$ cat src/shared/pmx_pkg.sv
// Purpose: constants, pin map and types shared by the pin multiplexer files
// Assumes: pins are numbered flat, port 0 at 0..7, port 1 at 8..15, port 2 at 16..20
// Notes: peripheral signal slots keep one pin per slot except unused timer slots and the flow-control slots of a bare UART
package pmx_pkg;
	localparam int PMX_PIN_COUNT = 21;
	localparam int PMX_P1_BASE = 8;
	localparam int PMX_PERIPH_COUNT = 5;
	localparam int PMX_SLOT_COUNT = 4;
	// serial slots from here on carry the flow-control signals
	localparam int PMX_UART_FLOW_SLOT = 2;

	localparam int PMX_SERIAL_A = 0;
	localparam int PMX_SERIAL_B = 1;
	localparam int PMX_TIMER_ONE = 2;
	localparam int PMX_TIMER_THREE = 3;
	localparam int PMX_TIMER_FOUR = 4;

	typedef logic [4:0] pmx_pin_t;
	typedef logic [PMX_PERIPH_COUNT-1:0][PMX_PERIPH_COUNT-1:0] pmx_beat_t;

	localparam pmx_pin_t PMX_PIN_NONE = 5'h1F;
	localparam pmx_pin_t PMX_TRIG_A_PIN = 5'h01;
	localparam pmx_pin_t PMX_TRIG_B_PIN = 5'h0B;
	localparam pmx_pin_t PMX_DEBUG_DATA_PIN = 5'h11;
	localparam pmx_pin_t PMX_DEBUG_CLOCK_PIN = 5'h12;

	localparam logic [1:0] PMX_P0_SERIAL_A_FIRST = 2'h0;
	localparam logic [1:0] PMX_P0_SERIAL_B_FIRST = 2'h1;
	localparam logic [1:0] PMX_P0_TIMER_OVER_B = 2'h2;
	localparam logic [1:0] PMX_P0_TIMER_OVER_A = 2'h3;
	localparam logic [1:0] PMX_SLEEP_ACTIVE = 2'h0;

	localparam logic [PMX_PIN_COUNT-1:0] PMX_SYNC_RESET = 21'h1FFFFF;
	localparam logic [PMX_PIN_COUNT-1:0] PMX_PIN_RESET = 21'h000000;

	// pin of each slot: [peripheral][location][slot]
	// serial slots: 0 MISO/RX, 1 MOSI/TX, 2 SS/CTS, 3 SCK/RTS; timer slots are channels
	localparam pmx_pin_t PMX_PIN_MAP [PMX_PERIPH_COUNT][2][PMX_SLOT_COUNT] = '{
		'{'{5'h02, 5'h03, 5'h04, 5'h05}, '{5'h0C, 5'h0D, 5'h0A, 5'h0B}},
		'{'{5'h05, 5'h04, 5'h02, 5'h03}, '{5'h0F, 5'h0E, 5'h0C, 5'h0D}},
		'{'{5'h02, 5'h03, 5'h04, 5'h1F}, '{5'h0A, 5'h09, 5'h08, 5'h1F}},
		'{'{5'h0B, 5'h0C, 5'h1F, 5'h1F}, '{5'h0E, 5'h0F, 5'h1F, 5'h1F}},
		'{'{5'h08, 5'h09, 5'h1F, 5'h1F}, '{5'h10, 5'h13, 5'h1F, 5'h1F}}
	};
	// audio slots: 0 clock, 1 word select, 2 data in, 3 data out
	localparam pmx_pin_t PMX_AUDIO_MAP [2][PMX_SLOT_COUNT] = '{
		'{5'h01, 5'h00, 5'h0F, 5'h0E},
		'{5'h13, 5'h12, 5'h11, 5'h10}
	};
endpackage

$ cat src/verilog/pmx_pin_mux.sv
// Purpose: pin ownership, output routing, pin DMA triggers and sleep gating of port interrupts
// Assumes: configuration inputs are synchronous to clk; pads arrive asynchronously
// Notes: pads pass two flip-flops, all pad and routing outputs are registered
module pmx_pin_mux (
	input wire logic clk,
	input wire logic rst_b,
	input wire logic [7:0] port0_pin_in,
	input wire logic [7:0] port1_pin_in,
	input wire logic [4:0] port2_pin_in,
	output logic [7:0] port0_pin_out,
	output logic [7:0] port0_pin_oe,
	output logic [7:0] port1_pin_out,
	output logic [7:0] port1_pin_oe,
	output logic [4:0] port2_pin_out,
	output logic [4:0] port2_pin_oe,
	input wire logic [7:0] port0_gpio_out,
	input wire logic [7:0] port1_gpio_out,
	input wire logic [4:0] port2_gpio_out,
	output logic [7:0] port0_gpio_in,
	output logic [7:0] port1_gpio_in,
	output logic [4:0] port2_gpio_in,
	input wire logic [7:0] port0_function_select,
	input wire logic [7:0] port1_function_select,
	input wire logic [4:0] port2_function_select,
	input wire logic [7:0] port0_direction,
	input wire logic [7:0] port1_direction,
	input wire logic [4:0] port2_direction,
	input wire logic [1:0] port0_priority_field,
	input wire logic port1_priority_bit3,
	input wire logic port1_priority_bit2,
	input wire logic port1_priority_bit1,
	input wire logic port1_priority_bit0,
	input wire logic serial_a_location_bit,
	input wire logic serial_b_location_bit,
	input wire logic timer_one_location_bit,
	input wire logic timer_three_location_bit,
	input wire logic timer_four_location_bit,
	input wire logic [7:0] analog_input_enable,
	input wire logic audio_serial_enable,
	input wire logic audio_serial_location,
	input wire logic debug_enable,
	input wire logic serial_a_enable,
	input wire logic serial_a_uart_mode,
	input wire logic serial_a_flow_control,
	input wire logic [3:0] serial_a_out,
	input wire logic [3:0] serial_a_oe,
	output logic [3:0] serial_a_in,
	input wire logic serial_b_enable,
	input wire logic serial_b_uart_mode,
	input wire logic serial_b_flow_control,
	input wire logic [3:0] serial_b_out,
	input wire logic [3:0] serial_b_oe,
	output logic [3:0] serial_b_in,
	input wire logic timer_one_enable,
	input wire logic [2:0] timer_one_out,
	input wire logic [2:0] timer_one_oe,
	output logic [2:0] timer_one_in,
	input wire logic timer_three_enable,
	input wire logic [1:0] timer_three_out,
	input wire logic [1:0] timer_three_oe,
	input wire logic timer_four_enable,
	input wire logic [1:0] timer_four_out,
	input wire logic [1:0] timer_four_oe,
	input wire logic [3:0] audio_out,
	input wire logic [3:0] audio_oe,
	output logic [3:0] audio_in,
	input wire logic debug_data_out,
	input wire logic debug_data_oe,
	output logic debug_data_in,
	output logic debug_clock_in,
	input wire logic [1:0] sleep_mode,
	input wire logic port0_irq_request,
	input wire logic port1_irq_request,
	input wire logic port2_irq_request,
	output logic port0_irq,
	output logic port1_irq,
	output logic port2_irq,
	output logic pin_dma_trigger_a,
	output logic pin_dma_trigger_b
);
	logic [pmx_pkg::PMX_PIN_COUNT-1:0] pin_raw, sel_flat, dir_flat, gpio_flat, analog_flat;
	logic [pmx_pkg::PMX_PIN_COUNT-1:0] pin_sync, pin_prev;
	logic [pmx_pkg::PMX_PIN_COUNT-1:0] audio_own, debug_own, gpio_input;
	logic [pmx_pkg::PMX_PIN_COUNT-1:0] pin_out, pin_oe, next_pin_out, next_pin_oe;
	logic [pmx_pkg::PMX_PIN_COUNT-1:0][1:0] audio_slot;
	logic [pmx_pkg::PMX_PIN_COUNT-1:0][pmx_pkg::PMX_PERIPH_COUNT-1:0] claim, owner;
	logic [pmx_pkg::PMX_PIN_COUNT-1:0][pmx_pkg::PMX_PERIPH_COUNT-1:0][1:0] slot_of;
	logic [pmx_pkg::PMX_PERIPH_COUNT-1:0][pmx_pkg::PMX_SLOT_COUNT-1:0] per_out, per_oe;
	logic [pmx_pkg::PMX_PERIPH_COUNT-1:0][pmx_pkg::PMX_SLOT_COUNT-1:0] per_in, next_per_in;
	logic [pmx_pkg::PMX_PERIPH_COUNT-1:0] per_en, per_alt;
	logic [1:0] uart_bare;
	pmx_pkg::pmx_beat_t beat_p0, beat_p1;
	pmx_pkg::pmx_pin_t map_pin, apin;
	logic [3:0] audio_in_q, next_audio_in;
	logic dbg_data_q, next_dbg_data, dbg_clk_q, next_dbg_clk;
	logic trig_a, trig_b, next_trig_a, next_trig_b;
	logic [2:0] irq, next_irq;

	// one-hot winner among claimants; beat[i][j] set means i wins over j
	function automatic logic [pmx_pkg::PMX_PERIPH_COUNT-1:0] pmx_resolve(
		input logic [pmx_pkg::PMX_PERIPH_COUNT-1:0] mask,
		input pmx_pkg::pmx_beat_t beat);
		logic [pmx_pkg::PMX_PERIPH_COUNT-1:0] win;
		logic ok;
		win = '0;
		for (int i = 0; i < pmx_pkg::PMX_PERIPH_COUNT; i++) begin
			ok = mask[i];
			for (int j = 0; j < pmx_pkg::PMX_PERIPH_COUNT; j++) begin
				if (j != i && mask[j] && !beat[i][j]) begin
					ok = 1'b0;
				end
			end
			if (ok && win == '0) begin
				win[i] = 1'b1;
			end
		end
		// circular three-way claims: lowest-numbered claimant keeps the pin
		for (int i = 0; i < pmx_pkg::PMX_PERIPH_COUNT; i++) begin
			if (mask[i] && win == '0) begin
				win[i] = 1'b1;
			end
		end
		return win;
	endfunction

	pmx_pin_sync u_sync (
		.clk(clk),
		.rst_b(rst_b),
		.pin_raw(pin_raw),
		.pin_sync(pin_sync),
		.pin_prev(pin_prev)
	);

	assign pin_raw = {port2_pin_in, port1_pin_in, port0_pin_in};
	assign sel_flat = {port2_function_select, port1_function_select, port0_function_select};
	assign dir_flat = {port2_direction, port1_direction, port0_direction};
	assign gpio_flat = {port2_gpio_out, port1_gpio_out, port0_gpio_out};
	assign analog_flat = {13'h0000, analog_input_enable};
	assign per_out = {{2'h0, timer_four_out}, {2'h0, timer_three_out}, {1'b0, timer_one_out},
		serial_b_out, serial_a_out};
	assign per_oe = {{2'h0, timer_four_oe}, {2'h0, timer_three_oe}, {1'b0, timer_one_oe},
		serial_b_oe, serial_a_oe};
	assign per_en = {timer_four_enable, timer_three_enable, timer_one_enable,
		serial_b_enable, serial_a_enable};
	assign per_alt = {timer_four_location_bit, timer_three_location_bit, timer_one_location_bit,
		serial_b_location_bit, serial_a_location_bit};
	assign uart_bare = {serial_b_uart_mode && !serial_b_flow_control,
		serial_a_uart_mode && !serial_a_flow_control};

	always_comb begin
		beat_p0 = '1;
		beat_p1 = '1;
		beat_p0[pmx_pkg::PMX_SERIAL_A][pmx_pkg::PMX_SERIAL_B] =
			port0_priority_field != pmx_pkg::PMX_P0_SERIAL_B_FIRST;
		beat_p0[pmx_pkg::PMX_SERIAL_A][pmx_pkg::PMX_TIMER_ONE] =
			port0_priority_field != pmx_pkg::PMX_P0_TIMER_OVER_A;
		beat_p0[pmx_pkg::PMX_SERIAL_B][pmx_pkg::PMX_TIMER_ONE] =
			port0_priority_field != pmx_pkg::PMX_P0_TIMER_OVER_B;
		beat_p1[pmx_pkg::PMX_SERIAL_A][pmx_pkg::PMX_SERIAL_B] =
			!port1_priority_bit3;
		beat_p1[pmx_pkg::PMX_SERIAL_A][pmx_pkg::PMX_TIMER_ONE] =
			!port1_priority_bit0;
		beat_p1[pmx_pkg::PMX_SERIAL_B][pmx_pkg::PMX_TIMER_THREE] =
			!port1_priority_bit2;
		beat_p1[pmx_pkg::PMX_TIMER_ONE][pmx_pkg::PMX_TIMER_FOUR] =
			!port1_priority_bit1;
		for (int i = 0; i < pmx_pkg::PMX_PERIPH_COUNT; i++) begin
			for (int j = i + 1; j < pmx_pkg::PMX_PERIPH_COUNT; j++) begin
				beat_p0[j][i] = !beat_p0[i][j];
				beat_p1[j][i] = !beat_p1[i][j];
			end
		end
	end

	always_comb begin
		claim = '0;
		slot_of = '0;
		audio_own = '0;
		audio_slot = '0;
		debug_own = '0;
		map_pin = pmx_pkg::PMX_PIN_NONE;
		apin = pmx_pkg::PMX_PIN_NONE;
		for (int p = 0; p < pmx_pkg::PMX_PERIPH_COUNT; p++) begin
			for (int s = 0; s < pmx_pkg::PMX_SLOT_COUNT; s++) begin
				map_pin = pmx_pkg::PMX_PIN_MAP[p][per_alt[p]][s];
				// bare UART leaves its flow-control pins free
				if (map_pin != pmx_pkg::PMX_PIN_NONE && per_en[p] &&
					!(p < 2 && uart_bare[p] && s >= pmx_pkg::PMX_UART_FLOW_SLOT)) begin
					if (sel_flat[map_pin] && !analog_flat[map_pin]) begin
						claim[map_pin][p] = 1'b1;
						slot_of[map_pin][p] = 2'(s);
					end
				end
			end
		end
		for (int s = 0; s < pmx_pkg::PMX_SLOT_COUNT; s++) begin
			apin = pmx_pkg::PMX_AUDIO_MAP[audio_serial_location][s];
			audio_own[apin] = audio_serial_enable;
			audio_slot[apin] = 2'(s);
		end
		debug_own[pmx_pkg::PMX_DEBUG_DATA_PIN] = debug_enable;
		debug_own[pmx_pkg::PMX_DEBUG_CLOCK_PIN] = debug_enable;

		for (int k = 0; k < pmx_pkg::PMX_PIN_COUNT; k++) begin
			if (k < pmx_pkg::PMX_P1_BASE) begin
				owner[k] = pmx_resolve(claim[k], beat_p0);
			end else begin
				owner[k] = pmx_resolve(claim[k], beat_p1);
			end
			next_pin_out[k] = gpio_flat[k];
			next_pin_oe[k] = dir_flat[k];
			for (int p = 0; p < pmx_pkg::PMX_PERIPH_COUNT; p++) begin
				if (owner[k][p]) begin
					next_pin_out[k] = per_out[p][slot_of[k][p]];
					next_pin_oe[k] = per_oe[p][slot_of[k][p]];
				end
			end
			if (analog_flat[k]) begin
				next_pin_out[k] = 1'b0;
				next_pin_oe[k] = 1'b0;
			end
			if (audio_own[k]) begin
				next_pin_out[k] = audio_out[audio_slot[k]];
				next_pin_oe[k] = audio_oe[audio_slot[k]];
			end
			if (debug_own[k]) begin
				next_pin_out[k] = (k == pmx_pkg::PMX_DEBUG_DATA_PIN) && debug_data_out;
				next_pin_oe[k] = (k == pmx_pkg::PMX_DEBUG_DATA_PIN) && debug_data_oe;
			end
			gpio_input[k] = !sel_flat[k] && !dir_flat[k] && !analog_flat[k] &&
				!audio_own[k] && !debug_own[k];
		end

		next_per_in = '0;
		for (int p = 0; p < pmx_pkg::PMX_PERIPH_COUNT; p++) begin
			for (int s = 0; s < pmx_pkg::PMX_SLOT_COUNT; s++) begin
				map_pin = pmx_pkg::PMX_PIN_MAP[p][per_alt[p]][s];
				if (map_pin != pmx_pkg::PMX_PIN_NONE) begin
					next_per_in[p][s] = owner[map_pin][p] && !audio_own[map_pin] &&
						!debug_own[map_pin] && pin_sync[map_pin];
				end
			end
		end
		for (int s = 0; s < pmx_pkg::PMX_SLOT_COUNT; s++) begin
			apin = pmx_pkg::PMX_AUDIO_MAP[audio_serial_location][s];
			next_audio_in[s] = audio_own[apin] && !debug_own[apin] && pin_sync[apin];
		end
		next_dbg_data = debug_enable && pin_sync[pmx_pkg::PMX_DEBUG_DATA_PIN];
		next_dbg_clk = debug_enable && pin_sync[pmx_pkg::PMX_DEBUG_CLOCK_PIN];

		next_trig_a = pin_sync[pmx_pkg::PMX_TRIG_A_PIN] && !pin_prev[pmx_pkg::PMX_TRIG_A_PIN] &&
			gpio_input[pmx_pkg::PMX_TRIG_A_PIN];
		next_trig_b = !pin_sync[pmx_pkg::PMX_TRIG_B_PIN] && pin_prev[pmx_pkg::PMX_TRIG_B_PIN] &&
			gpio_input[pmx_pkg::PMX_TRIG_B_PIN];
		next_irq = {port2_irq_request, port1_irq_request, port0_irq_request} &
			{3{sleep_mode == pmx_pkg::PMX_SLEEP_ACTIVE}};
	end

	always_ff @(posedge clk or negedge rst_b) begin
		if (!rst_b) begin
			pin_out <= pmx_pkg::PMX_PIN_RESET;
			pin_oe <= pmx_pkg::PMX_PIN_RESET;
			per_in <= '0;
			audio_in_q <= 4'h0;
			dbg_data_q <= 1'b0;
			dbg_clk_q <= 1'b0;
			trig_a <= 1'b0;
			trig_b <= 1'b0;
			irq <= 3'h0;
		end else begin
			pin_out <= next_pin_out;
			pin_oe <= next_pin_oe;
			per_in <= next_per_in;
			audio_in_q <= next_audio_in;
			dbg_data_q <= next_dbg_data;
			dbg_clk_q <= next_dbg_clk;
			trig_a <= next_trig_a;
			trig_b <= next_trig_b;
			irq <= next_irq;
		end
	end

	assign port0_pin_out = pin_out[7:0];
	assign port0_pin_oe = pin_oe[7:0];
	assign port1_pin_out = pin_out[15:8];
	assign port1_pin_oe = pin_oe[15:8];
	assign port2_pin_out = pin_out[20:16];
	assign port2_pin_oe = pin_oe[20:16];
	assign port0_gpio_in = pin_sync[7:0];
	assign port1_gpio_in = pin_sync[15:8];
	assign port2_gpio_in = pin_sync[20:16];
	assign serial_a_in = per_in[pmx_pkg::PMX_SERIAL_A];
	assign serial_b_in = per_in[pmx_pkg::PMX_SERIAL_B];
	assign timer_one_in = per_in[pmx_pkg::PMX_TIMER_ONE][2:0];
	assign audio_in = audio_in_q;
	assign debug_data_in = dbg_data_q;
	assign debug_clock_in = dbg_clk_q;
	assign pin_dma_trigger_a = trig_a;
	assign pin_dma_trigger_b = trig_b;
	assign port0_irq = irq[0];
	assign port1_irq = irq[1];
	assign port2_irq = irq[2];
endmodule // pmx_pin_mux

$ cat src/verilog/pmx_pin_sync.sv
// Purpose: two-stage synchroniser for all pad inputs plus one delayed copy
// Assumes: pads are asynchronous to clk
// Notes: pin_prev lags pin_sync by one cycle for edge detection
module pmx_pin_sync (
	input wire logic clk,
	input wire logic rst_b,
	input wire logic [pmx_pkg::PMX_PIN_COUNT-1:0] pin_raw,
	output logic [pmx_pkg::PMX_PIN_COUNT-1:0] pin_sync,
	output logic [pmx_pkg::PMX_PIN_COUNT-1:0] pin_prev
);
	logic [pmx_pkg::PMX_PIN_COUNT-1:0] pin_meta;
	logic [pmx_pkg::PMX_PIN_COUNT-1:0] next_pin_meta;
	logic [pmx_pkg::PMX_PIN_COUNT-1:0] next_pin_sync;
	logic [pmx_pkg::PMX_PIN_COUNT-1:0] next_pin_prev;

	always_comb begin
		next_pin_meta = pin_raw;
		next_pin_sync = pin_meta;
		next_pin_prev = pin_sync;
	end

	always_ff @(posedge clk or negedge rst_b) begin
		if (!rst_b) begin
			pin_meta <= pmx_pkg::PMX_SYNC_RESET;
			pin_sync <= pmx_pkg::PMX_SYNC_RESET;
			pin_prev <= pmx_pkg::PMX_SYNC_RESET;
		end else begin
			pin_meta <= next_pin_meta;
			pin_sync <= next_pin_sync;
			pin_prev <= next_pin_prev;
		end
	end
endmodule // pmx_pin_sync

$ cat config.mk
export PLATFORM = sky130hd
export DESIGN_NAME = pmx_pin_mux
export DESIGN_NICKNAME = d
export VERILOG_FILES = /design/src/shared/pmx_pkg.sv /design/src/verilog/pmx_pin_mux.sv /design/src/verilog/pmx_pin_sync.sv
export SDC_FILE = /design/constraint.sdc
export NUM_CORES = 1
export LEC_CHECK = 0
export ABC_AREA = 1
export BUFFER_PORTS_ARGS = -buffer_cell sky130_fd_sc_hd__buf_2
export CAP_MARGIN = 0
export CORE_ASPECT_RATIO = 2
export CORE_MARGIN = 8
export CORE_UTILIZATION = 46
export DETAILED_ROUTE_END_ITERATION = 16
export PLACE_DENSITY = 0.81
export SETUP_SLACK_MARGIN = 0.02
export SYNTH_ARGS = -nofsm -noshare
export SYNTH_HDL_FRONTEND = slang
export SYNTH_SLANG_ARGS = --single-unit
$ cat constraint.sdc
create_clock -name clk -period 1 [get_ports clk]
set_input_delay 0.2 -clock clk [delete_from_list [all_inputs] [get_ports clk]]
set_output_delay 0.2 -clock clk [all_outputs]
set_load 0.05 [all_outputs]
==> results.toml <==
[outcome]
status = "finished, violations left"
violations = "setup timing"

[clocking]
cts.sinks = 108
cts-root-buf = "clkbuf_16"
cts_buffers = 9
cts_tree = "done"
htree_num_levels = 3
worst_skew_pair.late_latency_ns = 0.37
clockBufferDepth = 2
cts.clk_slew.worst_paths_ns = 0.09

[die]
placementRows = 53
die_h_um = 162
start_util = 0.470
core_um2 = 10400
die_w_um = 88.9
io_pins = 247
die_area_um2 = 14400

[synthesis]
ys_warn_count = 0
syn-instance-count = 548
synth_cell_types = 40
synth_area_um2 = 4890
synth_edf_count = 0
avgSynthCellArea_um2 = 8.93
ys.flop_type = "dfrtp_1"
synth-seq-cells = 108
yosysSeqAreaShare = 0.564
synthArstFlopShare = 1.00
syn-num-nets = 710

[global_route]
grt_pass1_vias = 6080
antenna_found_initial = 7
grt_max_degree = 48
grt.overflow.total = 0
grt_usage = 0.295
grt_pass1_wl_mm = 31.7

[sta]
hold_viol_final = 0
fin_crit_ns = 1.29
tightest_slew_ns = 0.469
worst_slack_ns = -0.292
skew_ns = 0.00733
clock.fmax_mhz = 774
tns_ns = -14.86
period_share = 1.29
slew_viol_final = 0
rsz0062_at_grt = "true"
setup_violations = 112
hold_ws_ns = 0.0321
relSlewSlack = 0.686

[placed_design]
dpl_cell_area_um2 = 7010
io_buffer_count = 240
routabilityCongestion = 0.877
post-dp-hpwl_mm = 14.6

[min_path]
holdPathEnd = "pin_dma_trigger_b$_DFF_PN0_"
hold_path_startpoint = "port1_direction[3]"
min_path_cells = 2
worstHoldPathType = "in2reg"

[power_and_ir_drop]
powerDensity_nw_per_um2 = 1340
finalPower_mw = 12.1
ir_worst_vdd_uv = 1360
leakage_nw = 4.55

[worst_setup_path]
crit_buf_inv = 1
arrival_ns = 1.09
slowest_stage = "dfstp_2"
path_class = "reg2out"
crit_required_ns = 0.80
crit_path_end_kind = "output pin"
worstRegToRegCells = 3
r2r_start = "u_sync.pin_sync[5]$_DFF_PN1_"
regToRegSetupSlack_ns = -0.20
reg2reg_to = "serial_b_in[0]$_DFF_PN0_"
cp_max_fo = 2
cp-start-kind = "flip-flop"
crit_path_max_incr_delay_ns = 0.58
cp_cell_sequence = "buf_8"
path_delay_family = "flip-flops"

[routing]
final_antenna_net_count = 0
wl_per_cell_um = 23.4
drt-vias-per-instance = 5.67
vias = 6137
drc_errors = 0
wl_mm = 25.3
drt-initial-drc-count = 439
first_pass_iters = 5

[cells_and_area]
stdcell_area_um2 = 9050
multi_input_area_um2 = 2240
nets = 1097
final-seq-area_um2 = 2760
drive_gt1_frac = 0.598
fin_util = 0.869
synthToLayoutAreaGrowth_pct = 84.9
fillers = 490

[run]
drv_cap = 0
-- layout by cell type, fill, tap and decap left out, types with 4 or more instances in the layout --
| cell type | n |
|---|---|
| o22ai_1 | 6 |
| nand2_4 | 8 |
| nand3_4 | 9 |
| o21ai_0 | 35 |
| a21oi_2 | 17 |
| nand2_2 | 31 |
| nor2_1 | 34 |
| nand2_1 | 78 |
| a21oi_1 | 17 |
| buf_2 | 143 |
| nand3_1 | 23 |
| a31oi_1 | 4 |
| buf_8 | 26 |
| nand4_1 | 5 |
| dfrtp_1 | 64 |
| inv_6 | 5 |
| diode_2 | 5 |
| inv_1 | 64 |
| o21ai_2 | 11 |
| o21ai_1 | 12 |
| dfstp_2 | 44 |
| buf_4 | 98 |
| clkbuf_16 | 9 |
| buf_12 | 11 |
| nand3_2 | 8 |
| nor2_4 | 13 |
| inv_2 | 20 |
| buf_6 | 76 |
| dlygate4sd3_1 | 26 |
| a21oi_4 | 4 |
-- worst max path at each step --
stage | to | start | slack [ns] | cells past startpoint
4_1_cts | port0_gpio_in[3] | u_sync.pin_sync[3]$_DFF_PN1_ | -0.31 | 1
6_report | port0_gpio_in[5] | u_sync.pin_sync[5]$_DFF_PN1_ | -0.29 | 1
3_3_place_gp | pin_out[2]$_DFF_PN0_ | serial_b_flow_control | -0.45 | 9
3_5_place_dp | pin_oe[2]$_DFF_PN0_ | serial_b_flow_control | -0.49 | 9
5_1_grt | port0_gpio_in[5] | u_sync.pin_sync[5]$_DFF_PN1_ | -0.35 | 1
2_1_floorplan | pin_oe[2]$_DFF_PN0_ | serial_b_uart_mode | -0.18 | 7
-- through the flow --
| stage | worst slack, ns | cells |
|---|---|---|
| global route | -0.354 | 1081 |
| finish | -0.292 | 1082 |
| CTS | -0.310 | 1056 |
| detailed placement | -0.489 | 1001 |
| floorplan | -0.176 | 548 |
| global placement | -0.446 | 1001 |
-- sequential cells by signal, summed over array words and instances, names as in the netlist, 2 cells and up --
| signal | count |
|---|---|
| audio_in | 4 |
| irq | 3 |
| pin_oe | 21 |
| pin_out | 21 |
| serial_a_in | 4 |
| serial_b_in | 4 |
| timer_one_in | 3 |
| u_sync.next_pin_sync | 21 |
| u_sync.pin_prev | 2 |
| u_sync.pin_sync | 21 |
-- power by group --
group          switching, mW  total [mW]  internal, mW
Clock                   1.96        3.78          1.82
Combinational           2.05        3.44          1.39
Sequential             0.160        4.87          4.71
-- repair_timing --
item                                    4_1_cts  5_1_grt
endpoints found under the setup margin      103      121
resized for setup                           222      134
buffers inserted                             13       22
endpoints found under the hold margin        41        0
pin swaps                                    12       53
hold buffers                                 26        0
-- Yosys cell counts (2+ instances only) --
master / n / area (um2)
a21oi_1: 33 / 165
a21oi_2: 3 / 26.3
a21oi_4: 2 / 32.5
a221oi_1: 2 / 17.5
a31oi_1: 4 / 25.0
buf_6: 2 / 22.5
clkbuf_1: 3 / 11.3
clkinv_1: 2 / 7.51
dfrtp_1: 64 / 1600
dfstp_2: 44 / 1160
inv_1: 79 / 297
inv_2: 9 / 33.8
mux2_2: 2 / 22.5
nand2_1: 110 / 413
nand2_2: 6 / 37.5
nand3_1: 35 / 175
nand3_2: 4 / 40.0
nand3b_1: 2 / 15.0
nand4_1: 5 / 31.3
nor2_1: 42 / 158
nor2_2: 5 / 31.3
nor2_4: 3 / 33.8
nor3_1: 3 / 15.0
o211ai_1: 2 / 15.0
o21ai_0: 54 / 270
o21ai_1: 4 / 20.0
o221ai_1: 3 / 26.3
o22ai_1: 8 / 50.1
or2_2: 2 / 12.5
-- kinds of logic after synthesis --
group	synth area share
AO/OA/AOI/OAI	0.142
buffers and inverters	0.0770
flip-flops	0.564
multiplexers	0.00460
AND/OR/NAND/NOR	0.213
-- area by class of cell --
| cell class | count | area share |
|---|---|---|
| timing repair buffer | 381 | 0.352 |
| sequential | 108 | 0.305 |
| multi-input combinational | 344 | 0.247 |
| inverter | 91 | 0.0408 |
| clock buffer | 9 | 0.0249 |
| tap | 137 | 0.0189 |
| clock inverter | 7 | 0.00982 |
| antenna | 5 | 0.00138 |
-- per-layer routing --
layer	GRT usage	vias to the layer above	share of wire
met5	0	-	0.00059
met4	0.197	2	0.092
met3	0.0739	175	0.082
met2	0.540	457	0.52
met1	0.268	2943	0.30
li1	-	2560	-
Note: power is estimated with default switching activity, not from simulation.
